### config.mk
export PLATFORM = sky130hd
export DESIGN_NAME = fspme_ctrl
export DESIGN_NICKNAME = d
export VERILOG_FILES = /design/src/hdl/fspme_pkg.sv /design/src/hdl/fspme_ctrl.sv /design/src/hdl/fspme_step_table.sv
export SDC_FILE = /design/constraint.sdc
export NUM_CORES = 1
export LEC_CHECK = 0
export ABC_AREA = 0
export BUFFER_PORTS_ARGS = -buffer_cell sky130_fd_sc_hd__buf_4
export CORE_ASPECT_RATIO = 1.4
export CORE_MARGIN = 1.5
export CORE_UTILIZATION = 40
export DETAILED_ROUTE_END_ITERATION = 10
export PLACE_DENSITY = 0.65
export SYNTH_ARGS = -nofsm -noshare
export SYNTH_HDL_FRONTEND = slang
export SYNTH_SLANG_ARGS = --single-unit
### constraint.sdc
create_clock -name clk -period 8.4 [get_ports clk]
set_input_delay 2.52 -clock clk [delete_from_list [all_inputs] [get_ports clk]]
set_output_delay 2.52 -clock clk [all_outputs]
set_load 0.02 [all_outputs]
### src/hdl/fspme_pkg.sv
package fspme_pkg;
   // Device register addresses (16-bit data space)
   localparam logic [15:0] DEV_INT_MASK_ADDR = 16'hFFE4;
   localparam logic [15:0] DEV_FLASH_CMD_ADDR = 16'hFFA0;
   localparam logic [15:0] DEV_FLASH_STATUS_ADDR = 16'hFFA1;
   localparam logic [15:0] DEV_PROTECT_KEY_ADDR = 16'hFFA2;
   localparam logic [15:0] DEV_MODE_CTRL_ADDR = 16'hFFA3;
   localparam logic [15:0] DEV_APL_ADDR = 16'hFFA4;
   localparam logic [15:0] DEV_APH_ADDR = 16'hFFA5;
   localparam logic [15:0] DEV_CMPH_ADDR = 16'hFFA6;
   localparam logic [15:0] DEV_CMPL_ADDR = 16'hFFA7;
   localparam logic [15:0] DEV_WDT_ADDR = 16'hFFD3;
   // Values written to the device
   localparam logic [7:0] VAL_ZERO = 8'h00;
   localparam logic [7:0] VAL_KEY = 8'hA5;
   localparam logic [7:0] VAL_MODE_SELF = 8'h01;
   localparam logic [7:0] VAL_MODE_SELF_INV = 8'hFE;
   localparam logic [7:0] VAL_MODE_NORM = 8'h00;
   localparam logic [7:0] VAL_MODE_NORM_INV = 8'hFF;
   localparam logic [7:0] VAL_CMD_ERASE = 8'h03;
   localparam logic [7:0] VAL_MASK_ALL = 8'hFF;
   localparam logic [7:0] VAL_WDT_RESTART = 8'hAC;
   // Device status bit positions
   localparam int SEQ_ERR_BIT = 0;
   localparam int VER_ERR_BIT = 1;
   localparam int PROT_ERR_BIT = 2;
   // Software register offsets
   localparam logic [3:0] SW_CTRL = 4'h0;
   localparam logic [3:0] SW_CFG = 4'h1;
   localparam logic [3:0] SW_BLOCK = 4'h2;
   localparam logic [3:0] SW_MASK = 4'h3;
   localparam logic [3:0] SW_STATUS = 4'h4;
   localparam logic [3:0] SW_RESULT = 4'h5;
   localparam logic [3:0] SW_RETRY = 4'h6;
   // Control bits
   localparam int CTRL_ENTER = 0;
   localparam int CTRL_EXIT = 1;
   localparam int CTRL_ERASE = 2;
   localparam int CTRL_CLEAR = 3;
   // Status bits
   localparam int STAT_BUSY = 0;
   localparam int STAT_SELF = 1;
   localparam int STAT_DONE = 2;
   localparam int STAT_ABN = 3;
   localparam int STAT_REFUSED = 4;
   localparam int STAT_EXHAUST = 5;
   localparam int STAT_TIMEOUT = 6;
   // Loop-back steps of the protected sequences
   localparam logic [3:0] ENTER_LOOP_STEP = 4'h3;
   localparam logic [3:0] EXIT_LOOP_STEP = 4'h1;
   // Reset values
   localparam logic [7:0] RST_BYTE = 8'h00;
   localparam logic [15:0] RST_ADDR = 16'h0000;
   localparam logic [15:0] RST_TMO = 16'h0000;
   typedef enum logic [1:0] {
      OP_ENTER = 2'b00,
      OP_EXIT = 2'b01,
      OP_ERASE = 2'b10
   } fspme_op_t;
   typedef enum logic [2:0] {
      K_WR = 3'b000,
      K_RD = 3'b001,
      K_HALT = 3'b010,
      K_DI = 3'b011,
      K_EI = 3'b100,
      K_NOP = 3'b101,
      K_END = 3'b110
   } fspme_kind_t;
   typedef enum logic [2:0] {
      S_IDLE = 3'b000,
      S_ISSUE = 3'b001,
      S_RD_A = 3'b010,
      S_RD_B = 3'b011,
      S_HALT = 3'b100
   } fspme_st_t;
endpackage : fspme_pkg

### src/hdl/fspme_ctrl.sv
// Added by the designer: the plain strobed port and the address map.
`timescale 1ns/100ps
module fspme_ctrl #(
   parameter int unsigned HALT_TMO_CYC = 50000,
   parameter logic [7:0] RETRY_DEFAULT = 8'h08
) (
   input wire logic clk,
   input wire logic rst_b,
   input wire logic [3:0] sw_addr,
   input wire logic [7:0] sw_wdata,
   input wire logic sw_wr,
   input wire logic sw_rd,
   output logic [7:0] sw_rdata,
   output logic [15:0] dev_addr,
   output logic [7:0] dev_wdata,
   output logic dev_wr,
   output logic dev_rd,
   input wire logic [7:0] dev_rdata,
   output logic dev_halt,
   input wire logic dev_halt_done,
   output logic gint_disable,
   output logic gint_enable,
   output logic cpu_clk_fast_req
);
   import fspme_pkg::*;

   localparam logic [15:0] HALT_TMO = 16'(HALT_TMO_CYC);

   typedef struct packed {
      fspme_st_t st;
      fspme_op_t op;
      logic [3:0] step;
      logic [15:0] dev_addr;
      logic [7:0] dev_wdata;
      logic dev_wr;
      logic dev_rd;
      logic halt;
      logic gdi;
      logic gei;
      logic fast;
      logic self_mode;
      logic done;
      logic abn;
      logic refused;
      logic exhaust;
      logic timeout;
      logic [7:0] result;
      logic [7:0] retry;
      logic [7:0] retry_max;
      logic cfg_wdt;
      logic [3:0] blk;
      logic [7:0] mask;
      logic [7:0] sw_rdata;
      logic [15:0] tmo;
   } fspme_state_t;

   fspme_state_t s_r;
   fspme_state_t s_nxt;
   fspme_kind_t kind;
   logic [15:0] tab_addr;
   logic [7:0] tab_data;
   logic busy;
   logic ctrl_wr;
   logic clr_req;

   // Step table lookup
   fspme_step_table u_table (
      .op(s_r.op),
      .step(s_r.step),
      .blk(s_r.blk),
      .mask(s_r.mask),
      .wdt_en(s_r.cfg_wdt),
      .kind(kind),
      .addr(tab_addr),
      .data(tab_data)
   );

   // Decode of software strobes
   assign busy = (s_r.st != S_IDLE);
   assign ctrl_wr = sw_wr && (sw_addr == SW_CTRL);
   assign clr_req = ctrl_wr && sw_wdata[CTRL_CLEAR];

   // Next state
   always_comb begin
      s_nxt = s_r;
      s_nxt.dev_wr = 1'b0;
      s_nxt.dev_rd = 1'b0;
      s_nxt.halt = 1'b0;
      s_nxt.gdi = 1'b0;
      s_nxt.gei = 1'b0;
      s_nxt.sw_rdata = RST_BYTE;
      // Sticky flags cleared first so hardware sets below win
      if (clr_req) begin
         s_nxt.done = 1'b0;
         s_nxt.abn = 1'b0;
         s_nxt.refused = 1'b0;
         s_nxt.exhaust = 1'b0;
         s_nxt.timeout = 1'b0;
      end
      // Software register reads
      if (sw_rd) begin
         unique case (sw_addr)
            SW_CFG: s_nxt.sw_rdata = {7'h00, s_r.cfg_wdt};
            SW_BLOCK: s_nxt.sw_rdata = {4'h0, s_r.blk};
            SW_MASK: s_nxt.sw_rdata = s_r.mask;
            SW_STATUS: s_nxt.sw_rdata = {1'b0, s_r.timeout, s_r.exhaust, s_r.refused,
                                          s_r.abn, s_r.done, s_r.self_mode, busy};
            SW_RESULT: s_nxt.sw_rdata = s_r.result;
            SW_RETRY: s_nxt.sw_rdata = s_r.retry_max;
            default: s_nxt.sw_rdata = RST_BYTE;
         endcase
      end
      // Software register writes; setup held while busy
      if (sw_wr && !busy) begin
         unique case (sw_addr)
            SW_CFG: s_nxt.cfg_wdt = sw_wdata[0];
            SW_BLOCK: s_nxt.blk = sw_wdata[3:0];
            SW_MASK: s_nxt.mask = sw_wdata;
            SW_RETRY: s_nxt.retry_max = sw_wdata;
            default: ;
         endcase
      end
      // Operation start
      if (ctrl_wr && (sw_wdata[2:0] != 3'b000)) begin
         if (busy) begin
            s_nxt.refused = 1'b1;
         end else if (sw_wdata[CTRL_ENTER] && !s_r.self_mode) begin
            s_nxt.op = OP_ENTER;
            s_nxt.fast = 1'b1;
         end else if (sw_wdata[CTRL_EXIT] && s_r.self_mode) begin
            s_nxt.op = OP_EXIT;
         end else if (sw_wdata[CTRL_ERASE] && s_r.self_mode) begin
            s_nxt.op = OP_ERASE;
         end else begin
            s_nxt.refused = 1'b1;
         end
         if (!busy && (s_r.self_mode ? (sw_wdata[2:1] != 2'b00) : sw_wdata[CTRL_ENTER])) begin
            s_nxt.st = S_ISSUE;
            s_nxt.step = 4'h0;
            s_nxt.retry = RST_BYTE;
         end
      end
      // Sequencer
      unique case (s_r.st)
         S_IDLE: ;
         S_ISSUE: begin
            unique case (kind)
               K_WR: begin
                  // Register setup writes, one per cycle
                  s_nxt.dev_wr = 1'b1;
                  s_nxt.dev_addr = tab_addr;
                  s_nxt.dev_wdata = tab_data;
                  s_nxt.step = s_r.step + 4'h1;
               end
               K_DI: begin
                  s_nxt.gdi = 1'b1;
                  s_nxt.step = s_r.step + 4'h1;
               end
               K_EI: begin
                  s_nxt.gei = 1'b1;
                  s_nxt.step = s_r.step + 4'h1;
               end
               K_NOP: s_nxt.step = s_r.step + 4'h1;
               K_HALT: begin
                  s_nxt.halt = 1'b1;
                  s_nxt.tmo = RST_TMO;
                  s_nxt.st = S_HALT;
               end
               K_RD: begin
                  s_nxt.dev_rd = 1'b1;
                  s_nxt.dev_addr = DEV_FLASH_STATUS_ADDR;
                  s_nxt.st = S_RD_A;
               end
               K_END: begin
                  s_nxt.done = 1'b1;
                  s_nxt.st = S_IDLE;
               end
               default: s_nxt.st = S_IDLE;
            endcase
         end
         S_HALT: begin
            // Resume after the halt, or give up
            s_nxt.tmo = s_r.tmo + 16'h0001;
            if (dev_halt_done) begin
               s_nxt.step = s_r.step + 4'h1;
               s_nxt.st = S_ISSUE;
            end else if (s_r.tmo == HALT_TMO) begin
               s_nxt.timeout = 1'b1;
               s_nxt.abn = 1'b1;
               s_nxt.done = 1'b1;
               s_nxt.st = S_IDLE;
            end
         end
         S_RD_A: s_nxt.st = S_RD_B;
         S_RD_B: begin
            s_nxt.result = dev_rdata;
            if (s_r.op == OP_ERASE) begin
               // Any set bit of the status byte is abnormal
               s_nxt.abn = (dev_rdata != VAL_ZERO) || s_nxt.abn;
               s_nxt.done = 1'b1;
               s_nxt.st = S_IDLE;
            end else if (dev_rdata[SEQ_ERR_BIT]) begin
               // Repeat from the status clear
               if (s_r.retry < s_r.retry_max) begin
                  s_nxt.retry = s_r.retry + 8'h01;
                  s_nxt.step = (s_r.op == OP_ENTER) ? ENTER_LOOP_STEP : EXIT_LOOP_STEP;
                  s_nxt.st = S_ISSUE;
               end else begin
                  s_nxt.exhaust = 1'b1;
                  s_nxt.abn = 1'b1;
                  s_nxt.done = 1'b1;
                  s_nxt.st = S_IDLE;
               end
            end else begin
               if (s_r.op == OP_ENTER) begin
                  s_nxt.self_mode = 1'b1;
               end else begin
                  s_nxt.self_mode = 1'b0;
                  s_nxt.fast = 1'b0;
               end
               s_nxt.step = s_r.step + 4'h1;
               s_nxt.st = S_ISSUE;
            end
         end
         default: s_nxt.st = S_IDLE;
      endcase
   end

   // State register
   always_ff @(posedge clk) begin
      if (!rst_b) begin
         s_r <= '{st: S_IDLE, op: OP_ENTER, step: 4'h0, dev_addr: RST_ADDR, dev_wdata: RST_BYTE,
                  dev_wr: 1'b0, dev_rd: 1'b0, halt: 1'b0, gdi: 1'b0, gei: 1'b0, fast: 1'b0,
                  self_mode: 1'b0, done: 1'b0, abn: 1'b0, refused: 1'b0, exhaust: 1'b0,
                  timeout: 1'b0, result: RST_BYTE, retry: RST_BYTE, retry_max: RETRY_DEFAULT,
                  cfg_wdt: 1'b0, blk: 4'h0, mask: RST_BYTE, sw_rdata: RST_BYTE, tmo: RST_TMO};
      end else begin
         s_r <= s_nxt;
      end
   end

   // Outputs straight from the state register
   assign sw_rdata = s_r.sw_rdata;
   assign dev_addr = s_r.dev_addr;
   assign dev_wdata = s_r.dev_wdata;
   assign dev_wr = s_r.dev_wr;
   assign dev_rd = s_r.dev_rd;
   assign dev_halt = s_r.halt;
   assign gint_disable = s_r.gdi;
   assign gint_enable = s_r.gei;
   assign cpu_clk_fast_req = s_r.fast;
endmodule : fspme_ctrl

### src/hdl/fspme_step_table.sv
`timescale 1ns/100ps
module fspme_step_table (
   input wire fspme_pkg::fspme_op_t op,
   input wire logic [3:0] step,
   input wire logic [3:0] blk,
   input wire logic [7:0] mask,
   input wire logic wdt_en,
   output fspme_pkg::fspme_kind_t kind,
   output logic [15:0] addr,
   output logic [7:0] data
);
   import fspme_pkg::*;
   // Step list of each operation
   always_comb begin
      kind = K_END;
      addr = RST_ADDR;
      data = VAL_ZERO;
      unique case (op)
         OP_ENTER: begin
            unique case (step)
               4'h0: begin kind = K_WR; addr = DEV_INT_MASK_ADDR; data = VAL_MASK_ALL; end
               4'h1: begin kind = K_WR; addr = DEV_FLASH_CMD_ADDR; data = VAL_ZERO; end
               4'h2: kind = K_DI;
               4'h3: begin kind = K_WR; addr = DEV_FLASH_STATUS_ADDR; data = VAL_ZERO; end
               4'h4: begin kind = K_WR; addr = DEV_PROTECT_KEY_ADDR; data = VAL_KEY; end
               4'h5: begin kind = K_WR; addr = DEV_MODE_CTRL_ADDR; data = VAL_MODE_SELF; end
               4'h6: begin kind = K_WR; addr = DEV_MODE_CTRL_ADDR; data = VAL_MODE_SELF_INV; end
               4'h7: begin kind = K_WR; addr = DEV_MODE_CTRL_ADDR; data = VAL_MODE_SELF; end
               4'h8: kind = K_NOP;
               4'h9: kind = K_HALT;
               4'hA: kind = K_RD;
               default: kind = K_END;
            endcase
         end
         OP_EXIT: begin
            unique case (step)
               4'h0: begin kind = K_WR; addr = DEV_FLASH_CMD_ADDR; data = VAL_ZERO; end
               4'h1: begin kind = K_WR; addr = DEV_FLASH_STATUS_ADDR; data = VAL_ZERO; end
               4'h2: begin kind = K_WR; addr = DEV_PROTECT_KEY_ADDR; data = VAL_KEY; end
               4'h3: begin kind = K_WR; addr = DEV_MODE_CTRL_ADDR; data = VAL_MODE_NORM; end
               4'h4: begin kind = K_WR; addr = DEV_MODE_CTRL_ADDR; data = VAL_MODE_NORM_INV; end
               4'h5: begin kind = K_WR; addr = DEV_MODE_CTRL_ADDR; data = VAL_MODE_NORM; end
               4'h6: kind = K_RD;
               4'h7: begin kind = K_WR; addr = DEV_INT_MASK_ADDR; data = mask; end
               4'h8: kind = K_EI;
               default: kind = K_END;
            endcase
         end
         OP_ERASE: begin
            unique case (step)
               4'h0: begin kind = K_WR; addr = DEV_FLASH_CMD_ADDR; data = VAL_CMD_ERASE; end
               4'h1: begin kind = K_WR; addr = DEV_APH_ADDR; data = {4'h0, blk}; end
               4'h2: begin kind = K_WR; addr = DEV_APL_ADDR; data = VAL_ZERO; end
               4'h3: begin kind = K_WR; addr = DEV_CMPH_ADDR; data = {4'h0, blk}; end
               4'h4: begin kind = K_WR; addr = DEV_CMPL_ADDR; data = VAL_ZERO; end
               4'h5: begin kind = K_WR; addr = DEV_FLASH_STATUS_ADDR; data = VAL_ZERO; end
               4'h6: begin
                  kind = wdt_en ? K_WR : K_NOP;
                  addr = DEV_WDT_ADDR;
                  data = VAL_WDT_RESTART;
               end
               4'h7: kind = K_HALT;
               4'h8: kind = K_RD;
               default: kind = K_END;
            endcase
         end
         default: kind = K_END;
      endcase
   end
endmodule : fspme_step_table

==> flow_summary.html, run 1 <==
<table>
<tr><th>Metric</th><th>Value</th></tr>
<tr><th colspan="2">Setup path</th></tr>
<tr><td>Startpoint kind of the worst setup timing path</td><td>input pin</td></tr>
<tr><td>CP Max Fanout</td><td>17</td></tr>
<tr><td>Required time of the critical path</td><td>8.62 ns</td></tr>
<tr><td>Type of destination of the critical path</td><td>register</td></tr>
<tr><td>Kind of critical path</td><td>in2reg</td></tr>
<tr><td>CP arrival</td><td>4.48 ns</td></tr>
<tr><th colspan="2">Drt</th></tr>
<tr><td>Initial DRT Pass Iterations</td><td>5</td></tr>
<tr><td>Detailed-route wire length per cell</td><td>16.4 um</td></tr>
<tr><td>Post-DRT Antenna Nets</td><td>0</td></tr>
<tr><td>DRT Wirelength</td><td>15.2 mm</td></tr>
<tr><td>Via/cell ratio</td><td>5.71</td></tr>
<tr><td>DR vias</td><td>5285</td></tr>
<tr><td>Remaining DRCs</td><td>0</td></tr>
<tr><td>Initial DRC count</td><td>423</td></tr>
<tr><th colspan="2">Power and ir drop</th></tr>
<tr><td>P_leak</td><td>0.00246 uW</td></tr>
<tr><td>Sequential power share</td><td>46.0%</td></tr>
<tr><td>Comb power frac</td><td>9.0%</td></tr>
<tr><td>Reported net switching power</td><td>255 uW</td></tr>
<tr><td>Clock share of power</td><td>45.0%</td></tr>
<tr><td>Power density over cell area</td><td>163 nW/um^2</td></tr>
<tr><td>Internal power consumption</td><td>767 uW</td></tr>
<tr><td>Largest vdd supply drop</td><td>0.0000996 V</td></tr>
<tr><td>Switching share of power</td><td>24.9%</td></tr>
<tr><th colspan="2">Clock network</th></tr>
<tr><td>TritonCTS clock tree</td><td>built</td></tr>
<tr><td>Number of clock buffers inserted by TritonCTS</td><td>9</td></tr>
<tr><td>PostCTS Resize Cnt</td><td>0</td></tr>
<tr><td>Cell at the root of the clock tree</td><td>clkbuf_16</td></tr>
<tr><td>Maximum number of buffers from clock root to sink</td><td>2</td></tr>
<tr><td>Hold-fix buffers at CTS</td><td>0</td></tr>
<tr><td>Buffer count from post-CTS setup fixing</td><td>0</td></tr>
<tr><td>Clock latency reported for the late side of the worst-skew pair</td><td>0.35 ns</td></tr>
<tr><td>Clock H-tree levels</td><td>3</td></tr>
<tr><td>Sink count of the clock tree</td><td>97</td></tr>
<tr><td>Worst-path clk slew</td><td>0.07 ns</td></tr>
<tr><th colspan="2">Cells and area</th></tr>
<tr><td>Diodes inserted</td><td>0</td></tr>
<tr><td>Proportion of layout cells with a drive suffix above 1</td><td>13.5%</td></tr>
<tr><td>Post-synthesis to final-layout area growth</td><td>10.9%</td></tr>
<tr><td>Commonest non-fill, non-tap cell in the layout</td><td>dfxtp_1</td></tr>
<tr><td>Final standard cell utilization of the core</td><td>45.2%</td></tr>
<tr><td>Highest-count cells in the layout ignoring fill and taps</td><td>dfxtp_1, nor2_1, nand2_1</td></tr>
<tr><td>Count of nets after finishing</td><td>776</td></tr>
<tr><th colspan="2">Synth</th></tr>
<tr><td>Post-Synthesis Cell Area</td><td>5640 um^2</td></tr>
<tr><td>Total nets after synthesis</td><td>778</td></tr>
<tr><td>Top_reg_cell synth</td><td>dfxtp_1</td></tr>
<tr><td>Post-synthesis sequential element count</td><td>97</td></tr>
<tr><td>Number of warning messages in the yosys log</td><td>0</td></tr>
<tr><td>Distinct cell type count after synthesis</td><td>67</td></tr>
<tr><td>EDFF count, synth</td><td>0</td></tr>
<tr><td>Instance count of the mapped netlist</td><td>738</td></tr>
<tr><td>Syn_area_per_cell</td><td>7.64 um^2</td></tr>
<tr><td>Proportion of synthesized chip area in sequential cells</td><td>34.4%</td></tr>
<tr><td>Post-synthesis async set-or-reset flop share</td><td>0%</td></tr>
<tr><th colspan="2">Timing</th></tr>
<tr><td>Final Slew Violations</td><td>0</td></tr>
<tr><td>Upper clock frequency limit</td><td>0.235 GHz</td></tr>
<tr><td>Shortest period the worst path allows</td><td>4.26 ns</td></tr>
<tr><td>Clock tree skew after final layout</td><td>0.00927 ns</td></tr>
<tr><td>Worst rel slew slack</td><td>33.5%</td></tr>
<tr><td>Count of final hold-check violations</td><td>0</td></tr>
<tr><td>Count of final setup violators</td><td>0</td></tr>
<tr><td>Setup_tns</td><td>0 ns</td></tr>
<tr><td>Unrepaired setup endpoints after global routing</td><td>no</td></tr>
<tr><td>Final critical-path share of the clock period</td><td>50.7%</td></tr>
<tr><td>Tightest Pin Transition</td><td>0.990 ns</td></tr>
<tr><th colspan="2">Floorplanning</th></tr>
<tr><td>Die area</td><td>14800 um^2</td></tr>
<tr><td>Area of the core</td><td>13800 um^2</td></tr>
<tr><td>Ports placed on the boundary</td><td>63</td></tr>
<tr><td>Starting utilization of the core area</td><td>40.7%</td></tr>
<tr><td>Height of the chip</td><td>143 um</td></tr>
<tr><td>Number of cell rows</td><td>51</td></tr>
<tr><td>Horizontal extent of the die</td><td>103 um</td></tr>
<tr><th colspan="2">Global routing</th></tr>
<tr><td>Busiest layer in global routing</td><td>met2</td></tr>
<tr><td>Total Routing Usage GR</td><td>20.7%</td></tr>
<tr><td>Vias in the first global route</td><td>4860</td></tr>
<tr><td>Wire length of the first global-routing pass</td><td>24.1 mm</td></tr>
<tr><td>Number of antenna violations at the first check in global routing</td><td>0</td></tr>
<tr><td>Largest net degree at the start of global routing</td><td>71</td></tr>
<tr><td>Gr ovfl total</td><td>0</td></tr>
<tr><td>Met3 layer usage reported by global route</td><td>3.26%</td></tr>
<tr><td>GRT met1 Usage</td><td>25.0%</td></tr>
<tr><td>Routing usage on met2</td><td>36.5%</td></tr>
<tr><th colspan="2">Placed design</th></tr>
<tr><td>Count of input and output buffers</td><td>61</td></tr>
<tr><td>Post-detail-place hpwl</td><td>10.9 mm</td></tr>
<tr><td>RePlAce Congestion</td><td>0.902</td></tr>
<tr><th colspan="2">Outcome</th></tr>
<tr><td>Result of the run</td><td>finished, final reports clean</td></tr>
<tr><th colspan="2">Hold path</th></tr>
<tr><td>Worst hold-check path type</td><td>reg2reg</td></tr>
<tr><th colspan="2">Run</th></tr>
<tr><td>Max-capacitance violation count</td><td>0</td></tr>
</table>
-- layer usage --
| metal | vias to the layer above | part of all wire [%] |
|---|---|---|
| met4 | 0 | 2.5 |
| met3 | 35 | 4.6 |
| met5 | - | 0 |
| met2 | 186 | 51 |
| li1 | 2597 | - |
| met1 | 2467 | 42 |
-- cell families after synthesis --
kind of cell             after synthesis  share of synthesized area, %
multiplexers                          35                          6.32
AND/OR/NAND/NOR                      295                          24.9
AO/OA/AOI/OAI                        198                          21.8
flip-flops                            97                          34.4
XOR/XNOR                               2                         0.311
buffers and inverters                 95                          8.90
adder cells (fa/ha/maj)               15                          3.33
other                                  1                        0.0665
-- cells in the mapped netlist, types with 3 or more instances --
| library cell | count | area, um^2 |
|---|---|---|
| nand4_1 | 7 | 43.8 |
| o21ai_0 | 38 | 190 |
| nand3b_1 | 4 | 30.0 |
| and3_1 | 11 | 68.8 |
| mux2_2 | 5 | 56.3 |
| a31oi_1 | 11 | 68.8 |
| a22oi_1 | 8 | 60.1 |
| dfxtp_1 | 97 | 1940 |
| clkbuf_1 | 39 | 146 |
| o221ai_1 | 3 | 26.3 |
| nor3_1 | 23 | 115 |
| a211oi_1 | 11 | 82.6 |
| o211ai_1 | 6 | 45.0 |
| a311oi_1 | 6 | 52.6 |
| a21o_1 | 4 | 30.0 |
| nand2b_1 | 13 | 81.3 |
| and2_1 | 7 | 43.8 |
| nand3_1 | 21 | 105 |
| inv_1 | 16 | 60.1 |
| nor2b_1 | 14 | 87.6 |
| buf_6 | 3 | 33.8 |
| or2_2 | 5 | 31.3 |
| buf_4 | 32 | 240 |
| a22o_1 | 3 | 26.3 |
| ha_1 | 15 | 188 |
| nor2_1 | 90 | 338 |
| a32oi_1 | 3 | 26.3 |
| mux2i_1 | 30 | 300 |
| nor4_1 | 3 | 18.8 |
| or3_1 | 4 | 25.0 |
| a21oi_1 | 69 | 345 |
| o22ai_1 | 8 | 50.1 |
| nand2_1 | 80 | 300 |
| o21ai_1 | 5 | 25.0 |
-- path summary, 6_finish.rpt --
kind	startpoint	end	slack (ns)	cells past startpoint
setup reg to reg	s_r[97]	s_r[97]	4.74	9
setup / recovery	sw_addr[3]	s_r[97]	4.14	8
hold reg to reg	s_r[53]	s_r[53]	0.46	2
hold / removal	s_r[53]	s_r[53]	0.46	2
-- power by group through the flow --
stage | logic, uW | clock network, uW | registers, uW
CTS | 90.9 | 469 | 470
global route | 100 | 486 | 471
detailed placement | 90.6 | 0 | 481
global placement | 89.6 | 0 | 481
finish | 91.7 | 460 | 470
floorplan | 64.7 | 0 | 478
-- worst max-delay path: stages --
cell and delay, ns:
buf_4 0.14, nor2_1 0.27, nand3_1 0.19, or3_1 0.62
o211ai_1 0.20, o31ai_1 0.10, a211oi_1 0.29, o22ai_1 0.14
-- area by class of cell --
type                            count  area (um^2)
Fill cell                        1393         7590
Clock inverter                      7          110
Inverter                           17         63.8
Multi-Input combinational cell    546         3200
Clock buffer                        9          225
Tap cell                          185          231
Timing Repair Buffer               65          488
Sequential cell                    97         1940
-- registers in the layout, summed over array words and instances, names as in the netlist --
name,cells
sw_rdata,8
s_r,68
gint_disable,1
cpu_clk_fast_req,1
dev_halt,1
dev_rd,1
gint_enable,1
dev_wdata,8
dev_addr,7
dev_wr,1
-- through the flow --
| step | area [um^2] | hold WS [ns] | cells | total power [uW] | setup slack, ns |
|---|---|---|---|---|---|
| 2_1_floorplan | 5640 | 0.432 | 738 | 543 | 4.42 |
| 3_3_place_gp | 5920 | 0.457 | 910 | 570 | 3.92 |
| 3_5_place_dp | 5920 | 0.455 | 910 | 571 | 3.85 |
| 4_1_cts | 6260 | 0.464 | 926 | 1030 | 4.21 |
| 5_1_grt | 6260 | 0.495 | 926 | 1060 | 4.08 |
| 6_report | 6260 | 0.465 | 926 | 1020 | 4.14 |
Power figures use the tool's default switching activity.
==> run 2, diff against run 1 <==
clock period = 4.4 ns   (was 8.4 ns; I/O delays follow)
==> run 2 against run 1 <==
Net effect: design area shrank 0.50%; worst setup slack lost 3.2 ns; combinational power grew 91%; worst hold slack gained 0.011 ns; total power grew 81%; sequential power grew 91%; count of clock-buffer cells in the layout is the same; via count grew 1.3%; non-clock buffer count grew 2; clock skew grew 0.0017 ns; sequential share of layout area grew 0.16 points; largest power group unchanged.
==> flow_summary.html, run 2 (same netlist as run 1, synthesis figures left out) <==
<table>
<tr><th>Metric</th><th>Value</th></tr>
<tr><th colspan="2">Timing</th></tr>
<tr><td>Worst rel slew slack</td><td>23.5% (-9.9 points)</td></tr>
<tr><td>Final critical-path share of the clock period</td><td>78.8%</td></tr>
<tr><td>Final Slew Violations</td><td>0 (unchanged)</td></tr>
<tr><td>Clock tree skew after final layout</td><td>0.0110 ns (+0.00173 ns)</td></tr>
<tr><td>Upper clock frequency limit</td><td>0.288 GHz</td></tr>
<tr><td>Setup_tns</td><td>0 ns (unchanged)</td></tr>
<tr><td>Shortest period the worst path allows</td><td>3.47 ns</td></tr>
<tr><td>Count of final setup violators</td><td>0 (unchanged)</td></tr>
<tr><td>Final setup slack of the worst path</td><td>0.933 ns (-3.21 ns)</td></tr>
<tr><td>Count of final hold-check violations</td><td>0 (unchanged)</td></tr>
<tr><td>Tightest Pin Transition</td><td>1.12 ns (+0.128 ns)</td></tr>
<tr><td>Unrepaired setup endpoints after global routing</td><td>no</td></tr>
<tr><th colspan="2">Setup path</th></tr>
<tr><td>Type of destination of the critical path</td><td>register</td></tr>
<tr><td>CP Max Fanout</td><td>9 (-8)</td></tr>
<tr><td>CP max-delay cell</td><td>or4_4</td></tr>
<tr><td>CP arrival</td><td>3.74 ns (-0.74 ns)</td></tr>
<tr><td>Kind of critical path</td><td>reg2reg</td></tr>
<tr><td>Worst Reg-to-Reg Cells</td><td>10 (+1)</td></tr>
<tr><td>RR Startpoint</td><td>s_r[97]</td></tr>
<tr><td>Startpoint kind of the worst setup timing path</td><td>register</td></tr>
<tr><td>Slack of the worst reg-to-reg path</td><td>0.93 ns (-3.81 ns)</td></tr>
<tr><td>Ordered cell list for the critical path</td><td>inv_1, ha_1, and2_1, or4_4, mux2_2, a32o_2, nand2b_1, o21ai_1, mux2_2, o22ai_1</td></tr>
<tr><td>Most frequent cell on the critical path</td><td>mux2_2</td></tr>
<tr><td>Stage delay of the slowest cell on the critical path</td><td>0.55 ns (-0.07 ns)</td></tr>
<tr><td>Endpoint of the worst-slack reg-to-reg timing path</td><td>s_r[97]</td></tr>
<tr><td>Required time of the critical path</td><td>4.68 ns (-3.94 ns)</td></tr>
<tr><th colspan="2">Hold path</th></tr>
<tr><td>Hold Crit Depth</td><td>2 (unchanged)</td></tr>
<tr><td>Worst hold-check path type</td><td>reg2reg</td></tr>
<tr><td>Capture endpoint of the worst hold path</td><td>dev_addr[4]</td></tr>
<tr><td>Start point of the worst hold path</td><td>dev_addr[4]</td></tr>
<tr><th colspan="2">Drt</th></tr>
<tr><td>Detailed-route wire length per cell</td><td>17.0 um (+3.8%)</td></tr>
<tr><td>Initial DRC count</td><td>482 (+14%)</td></tr>
<tr><td>Via/cell ratio</td><td>5.77 (+1.1%)</td></tr>
<tr><td>DR vias</td><td>5354 (+1.3%)</td></tr>
<tr><td>Post-DRT Antenna Nets</td><td>0 (unchanged)</td></tr>
<tr><td>Initial DRT Pass Iterations</td><td>5 (unchanged)</td></tr>
<tr><td>Remaining DRCs</td><td>0 (unchanged)</td></tr>
<tr><td>DRT Wirelength</td><td>15.8 mm (+4.0%)</td></tr>
<tr><th colspan="2">Clock network</th></tr>
<tr><td>Clock H-tree levels</td><td>3 (unchanged)</td></tr>
<tr><td>Number of clock buffers inserted by TritonCTS</td><td>9 (unchanged)</td></tr>
<tr><td>Hold-fix buffers at CTS</td><td>0 (unchanged)</td></tr>
<tr><td>PostCTS Resize Cnt</td><td>0 (unchanged)</td></tr>
<tr><td>Cell at the root of the clock tree</td><td>clkbuf_16</td></tr>
<tr><td>Buffer count from post-CTS setup fixing</td><td>0 (unchanged)</td></tr>
<tr><td>Maximum number of buffers from clock root to sink</td><td>2 (unchanged)</td></tr>
<tr><td>Sink count of the clock tree</td><td>97 (unchanged)</td></tr>
<tr><td>Worst-path clk slew</td><td>0.07 ns (about the same)</td></tr>
<tr><td>TritonCTS clock tree</td><td>built</td></tr>
<tr><td>Clock latency reported for the late side of the worst-skew pair</td><td>0.35 ns (about the same)</td></tr>
<tr><th colspan="2">Placed design</th></tr>
<tr><td>Worst slack at placement</td><td>0.996 ns (-2.85 ns)</td></tr>
<tr><td>RePlAce Congestion</td><td>0.893 (-1.0%)</td></tr>
<tr><td>Cell count after placement</td><td>912 (+0.22%)</td></tr>
<tr><td>Count of input and output buffers</td><td>61 (unchanged)</td></tr>
<tr><td>Post-DP Area</td><td>5940 um^2 (+0.25%)</td></tr>
<tr><td>Post-detail-place hpwl</td><td>11.5 mm (+5.1%)</td></tr>
<tr><th colspan="2">Floorplanning</th></tr>
<tr><td>Die area</td><td>14800 um^2 (unchanged)</td></tr>
<tr><td>Height of the chip</td><td>143 um (unchanged)</td></tr>
<tr><td>Number of cell rows</td><td>51 (unchanged)</td></tr>
<tr><td>Starting utilization of the core area</td><td>40.7% (unchanged)</td></tr>
<tr><td>Area of the core</td><td>13800 um^2 (unchanged)</td></tr>
<tr><td>Ports placed on the boundary</td><td>63 (unchanged)</td></tr>
<tr><td>Horizontal extent of the die</td><td>103 um (unchanged)</td></tr>
<tr><th colspan="2">Cells and area</th></tr>
<tr><td>Commonest non-fill, non-tap cell in the layout</td><td>dfxtp_1</td></tr>
<tr><td>Post-synthesis to final-layout area growth</td><td>10.4%</td></tr>
<tr><td>Final standard cell utilization of the core</td><td>45.0% (-0.23 points)</td></tr>
<tr><td>Highest-count cells in the layout ignoring fill and taps</td><td>dfxtp_1, nor2_1, nand2_1</td></tr>
<tr><td>Finished layout cell area</td><td>6220 um^2 (-0.50%)</td></tr>
<tr><td>Count of placed standard cells in the final layout, fillers left out</td><td>928 (+0.22%)</td></tr>
<tr><td>Reg with most FFs</td><td>s_r</td></tr>
<tr><td>Diodes inserted</td><td>0 (unchanged)</td></tr>
<tr><td>Count of nets after finishing</td><td>778 (+0.26%)</td></tr>
<tr><td>Proportion of layout cells with a drive suffix above 1</td><td>13.7% (+0.23 points)</td></tr>
<tr><td>FILL cells</td><td>1388 (-0.36%)</td></tr>
<tr><td>Number of flip-flops in the largest register</td><td>68 (unchanged)</td></tr>
<tr><th colspan="2">Power and ir drop</th></tr>
<tr><td>Power density over cell area</td><td>296 nW/um^2 (+81%)</td></tr>
<tr><td>Largest vdd supply drop</td><td>0.000142 V (+43%)</td></tr>
<tr><td>P_leak</td><td>0.00245 uW (-0.17%)</td></tr>
<tr><th colspan="2">Global routing</th></tr>
<tr><td>Vias in the first global route</td><td>4948 (+1.8%)</td></tr>
<tr><td>Number of antenna violations at the first check in global routing</td><td>0 (unchanged)</td></tr>
<tr><td>Gr ovfl total</td><td>0 (unchanged)</td></tr>
<tr><td>Wire length of the first global-routing pass</td><td>24.6 mm (+2.2%)</td></tr>
<tr><td>Largest net degree at the start of global routing</td><td>45 (-37%)</td></tr>
<tr><td>Total Routing Usage GR</td><td>21.4% (+0.74 points)</td></tr>
<tr><th colspan="2">Outcome</th></tr>
<tr><td>Result of the run</td><td>finished, final reports clean</td></tr>
<tr><th colspan="2">Run</th></tr>
<tr><td>Max-capacitance violation count</td><td>0 (unchanged)</td></tr>
</table>
## run 2: worst max-delay path by stage
stage,start,end,depth (start not counted)
after floorplan,s_r[98],s_r[5],14
after global placement,s_r[98],s_r[97],10
after detailed placement,s_r[98],s_r[97],10
after CTS,s_r[97],s_r[97],10
after global routing,s_r[97],s_r[97],9
final,s_r[97],s_r[97],10
## run 2: worst max-delay path, delay by kind of cell, from the launching register on
family          cells  cell delay [ns]
fa+ha+maj           1             0.29
buf+inv             1             0.15
flops               1             0.47
mux                 2             0.67
simple gates        3             0.98
compound gates      3             0.83
## run 2: area by class of cell
cell class,instances,area [um^2],share of cell area (%)
repair buffers,67,503,8.08
clock buffers,9,225,3.62
multi-input cells,546,3200,51.3
well taps,185,231,3.72
inverters,17,63.8,1.03
clock inverters,7,63.8,1.03
flip-flops and latches,97,1940,31.2
## run 2: report_power, final
part	switching, uW	leakage (uW)	total [uW]	internal (uW)
sequential	10.2	0.000782	897	886
clock	377	0.000145	772	396
combinational	107	0.00153	175	68.2
## run 2: metrics by stage
stage          power (uW)  hold WS (ns)
6_report             1840         0.475
3_3_place_gp         1090         0.451
3_5_place_dp         1090         0.465
5_1_grt              1920         0.506
4_1_cts              1860         0.477
2_1_floorplan        1040         0.432
## run 2: routing by layer
layer	track usage (%)	vias to the layer above	part of all wire, %
met1	25.6	2525	42
li1	-	2597	-
met4	11.7	0	4.2
met5	0	-	0
met2	36.1	188	50
met3	3.45	44	4.3
==> run 3, diff against run 2 <==
clock period = 3.4 ns   (was 4.4 ns; I/O delays follow)
==> run 3 against run 2 <==
Net effect: clock skew decreased by 0.0027 ns; die area unchanged; via count up 1.4%; sequential power grew 29%; critical path depth unchanged; register-to-register slack got worse by 0.67 ns.
==> flow_summary.html, run 3 (same netlist as run 1, synthesis figures left out) <==
<table>
<tr><th>Metric</th><th>Value</th></tr>
<tr><th colspan="2">Outcome</th></tr>
<tr><td>Result of the run</td><td>finished, final reports clean</td></tr>
<tr><th colspan="2">Floorplanning</th></tr>
<tr><td>Ports placed on the boundary</td><td>63 (unchanged)</td></tr>
<tr><td>Die area</td><td>14800 um^2 (unchanged)</td></tr>
<tr><td>Starting utilization of the core area</td><td>40.7% (unchanged)</td></tr>
<tr><td>Horizontal extent of the die</td><td>103 um (unchanged)</td></tr>
<tr><td>Number of cell rows</td><td>51 (unchanged)</td></tr>
<tr><td>Height of the chip</td><td>143 um (unchanged)</td></tr>
<tr><td>Area of the core</td><td>13800 um^2 (unchanged)</td></tr>
<tr><th colspan="2">Clock network</th></tr>
<tr><td>TritonCTS clock tree</td><td>built</td></tr>
<tr><td>Maximum number of buffers from clock root to sink</td><td>2 (unchanged)</td></tr>
<tr><td>Worst-path clk slew</td><td>0.07 ns (about the same)</td></tr>
<tr><td>Buffer count from post-CTS setup fixing</td><td>0 (unchanged)</td></tr>
<tr><td>Number of clock buffers inserted by TritonCTS</td><td>9 (unchanged)</td></tr>
<tr><td>Clock H-tree levels</td><td>3 (unchanged)</td></tr>
<tr><td>Cell at the root of the clock tree</td><td>clkbuf_16</td></tr>
<tr><td>Sink count of the clock tree</td><td>97 (unchanged)</td></tr>
<tr><td>Clock latency reported for the late side of the worst-skew pair</td><td>0.35 ns (about the same)</td></tr>
<tr><th colspan="2">Power and ir drop</th></tr>
<tr><td>Internal power consumption</td><td>1760 uW (+30%)</td></tr>
<tr><td>Clock share of power</td><td>41.7% (-0.2 points)</td></tr>
<tr><td>Sequential power share</td><td>48.3% (-0.3 points)</td></tr>
<tr><td>Switching share of power</td><td>26.8% (about the same)</td></tr>
<tr><td>Final Total Pwr</td><td>2400 uW (+30%)</td></tr>
<tr><td>Comb power frac</td><td>10.0% (+0.5 points)</td></tr>
<tr><td>P_leak</td><td>0.00255 uW (+4.0%)</td></tr>
<tr><td>Largest vdd supply drop</td><td>0.000242 V (+70%)</td></tr>
<tr><td>Power density over cell area</td><td>377 nW/um^2 (+27%)</td></tr>
<tr><td>Reported net switching power</td><td>643 uW (+30%)</td></tr>
<tr><th colspan="2">Cells and area</th></tr>
<tr><td>Diodes inserted</td><td>0 (unchanged)</td></tr>
<tr><td>Commonest non-fill, non-tap cell in the layout</td><td>dfxtp_1</td></tr>
<tr><td>Final standard cell utilization of the core</td><td>46.0% (+1.1 points)</td></tr>
<tr><td>Number of flip-flops in the largest register</td><td>68 (unchanged)</td></tr>
<tr><td>Count of placed standard cells in the final layout, fillers left out</td><td>946 (+1.9%)</td></tr>
<tr><td>Highest-count cells in the layout ignoring fill and taps</td><td>dfxtp_1, nor2_1, buf_4</td></tr>
<tr><td>Finished layout cell area</td><td>6370 um^2 (+2.4%)</td></tr>
<tr><td>Post-synthesis to final-layout area growth</td><td>13.0%</td></tr>
<tr><td>Count of nets after finishing</td><td>796 (+2.3%)</td></tr>
<tr><td>Reg with most FFs</td><td>s_r</td></tr>
<tr><td>Proportion of layout cells with a drive suffix above 1</td><td>16.0% (+2.3 points)</td></tr>
<tr><th colspan="2">Timing</th></tr>
<tr><td>Unrepaired setup endpoints after global routing</td><td>no</td></tr>
<tr><td>Clock tree skew after final layout</td><td>0.00835 ns (-0.00265 ns)</td></tr>
<tr><td>Final critical-path share of the clock period</td><td>92.4% (+14 points)</td></tr>
<tr><td>Final Slew Violations</td><td>0 (unchanged)</td></tr>
<tr><td>Count of final hold-check violations</td><td>0 (unchanged)</td></tr>
<tr><td>Shortest period the worst path allows</td><td>3.14 ns (-0.327 ns)</td></tr>
<tr><td>Setup_tns</td><td>0 ns (unchanged)</td></tr>
<tr><td>Count of final setup violators</td><td>0 (unchanged)</td></tr>
<tr><td>Upper clock frequency limit</td><td>0.318 GHz (+10%)</td></tr>
<tr><td>Tightest Pin Transition</td><td>0.752 ns (-0.366 ns)</td></tr>
<tr><td>Worst rel slew slack</td><td>49.8% (+26 points)</td></tr>
<tr><th colspan="2">Drt</th></tr>
<tr><td>DRT Wirelength</td><td>15.8 mm (about the same)</td></tr>
<tr><td>Post-DRT Antenna Nets</td><td>0 (unchanged)</td></tr>
<tr><td>Met2 wirelength from detailed routing</td><td>8.20 mm (+4.4%)</td></tr>
<tr><td>Via/cell ratio</td><td>5.74 (-0.55%)</td></tr>
<tr><td>Initial DRT Pass Iterations</td><td>5 (unchanged)</td></tr>
<tr><td>Remaining DRCs</td><td>0 (unchanged)</td></tr>
<tr><td>Met3 wirelength from detailed routing</td><td>564 um (-17%)</td></tr>
<tr><td>Initial DRC count</td><td>311 (-35%)</td></tr>
<tr><td>Detailed-route wire length per cell</td><td>16.7 um (-1.9%)</td></tr>
<tr><td>Highest metal layer with signal wires</td><td>met4</td></tr>
<tr><td>DR vias</td><td>5428 (+1.4%)</td></tr>
<tr><td>Wire length on met1</td><td>6.52 mm (-0.81%)</td></tr>
<tr><th colspan="2">Placed design</th></tr>
<tr><td>RePlAce Congestion</td><td>0.921 (+3.2%)</td></tr>
<tr><td>Post-DP Area</td><td>6080 um^2 (+2.5%)</td></tr>
<tr><td>Cell count after placement</td><td>930 (+2.0%)</td></tr>
<tr><td>Post-detail-place hpwl</td><td>11.7 mm (+1.7%)</td></tr>
<tr><td>Count of input and output buffers</td><td>61 (unchanged)</td></tr>
<tr><th colspan="2">Global routing</th></tr>
<tr><td>Total Routing Usage GR</td><td>21.4% (-0.034 points)</td></tr>
<tr><td>Largest net degree at the start of global routing</td><td>50 (+11%)</td></tr>
<tr><td>Gr ovfl total</td><td>0 (unchanged)</td></tr>
<tr><td>Wire length of the first global-routing pass</td><td>24.9 mm (+1.2%)</td></tr>
<tr><td>Number of antenna violations at the first check in global routing</td><td>0 (unchanged)</td></tr>
<tr><td>Vias in the first global route</td><td>5079 (+2.6%)</td></tr>
<tr><th colspan="2">Setup path</th></tr>
<tr><td>Type of destination of the critical path</td><td>register</td></tr>
<tr><td>Kind of critical path</td><td>reg2reg</td></tr>
<tr><td>Required time of the critical path</td><td>3.62 ns (-1.06 ns)</td></tr>
<tr><td>CP arrival</td><td>3.36 ns (-0.38 ns)</td></tr>
<tr><td>CP Max Fanout</td><td>9 (unchanged)</td></tr>
<tr><td>Startpoint kind of the worst setup timing path</td><td>register</td></tr>
<tr><th colspan="2">Run</th></tr>
<tr><td>Max-capacitance violation count</td><td>0 (unchanged)</td></tr>
<tr><th colspan="2">Hold path</th></tr>
<tr><td>Worst hold-check path type</td><td>reg2reg</td></tr>
</table>
run 3: cell types whose count changed in the layout (fill, tap and decap cells not counted), sizes merged:
| cell | previous run | this run |
|---|---|---|
| buf | 67 | 85 |
run 3: layout make-up:
cell class | count | area, um^2
fill | 1398 | 7470
multi-input combinational | 546 | 3200
sequential | 97 | 1940
timing repair buffer | 85 | 651
tap | 185 | 231
clock buffer | 9 | 225
clock inverter | 7 | 63.8
inverter | 17 | 63.8
run 3: power by group through the flow:
| stage | Combinational [uW] | Clock [uW] | Sequential [uW] |
|---|---|---|---|
| 6_report | 241 | 1000 | 1160 |
| 3_5_place_dp | 239 | 0 | 1190 |
| 3_3_place_gp | 235 | 0 | 1180 |
| 5_1_grt | 263 | 1070 | 1160 |
| 2_1_floorplan | 160 | 0 | 1180 |
| 4_1_cts | 239 | 1010 | 1160 |
run 3: through the flow:
step | setup WS (ns) | hold slack [ns]
detailed placement | 0.0631 | 0.455
global placement | 0.169 | 0.454
finish | 0.260 | 0.463
floorplan | 0.0568 | 0.432
global route | 0.0967 | 0.483
CTS | 0.0523 | 0.464
run 3: critical path, cell delays in order, from the launching register on:
cell and delay (ns):
dfxtp_2 0.40, inv_1 0.12, ha_1 0.26, and2_1 0.20
or4_4 0.55, mux2_2 0.28, a32o_2 0.27, or4_4 0.50
and2_4 0.21, o21ai_1 0.15, a21oi_1 0.07
run 3: what timing repair did:
item / CTS / global route
gates resized for setup: 0 / 2
hold endpoints to repair: 0 / 0
hold buffers: 0 / 0
setup endpoints to repair: 0 / 10
run 3: worst paths after layout:
| kind | startpoint | to | slack [ns] | cells after the start |
|---|---|---|---|---|
| max | s_r[97] | s_r[2] | 0.26 | 10 |
| min | s_r[53] | s_r[53] | 0.46 | 2 |
| min reg2reg | s_r[53] | s_r[53] | 0.46 | 2 |
| max reg2reg | s_r[97] | s_r[2] | 0.26 | 10 |
run 3: metal layers:
layer / global-route usage (%) / vias up
li1: - / 2630
met1: 25.0 / 2594
met2: 38.0 / 165
met3: 3.60 / 39
met4: 8.82 / 0
met5: 0 / -
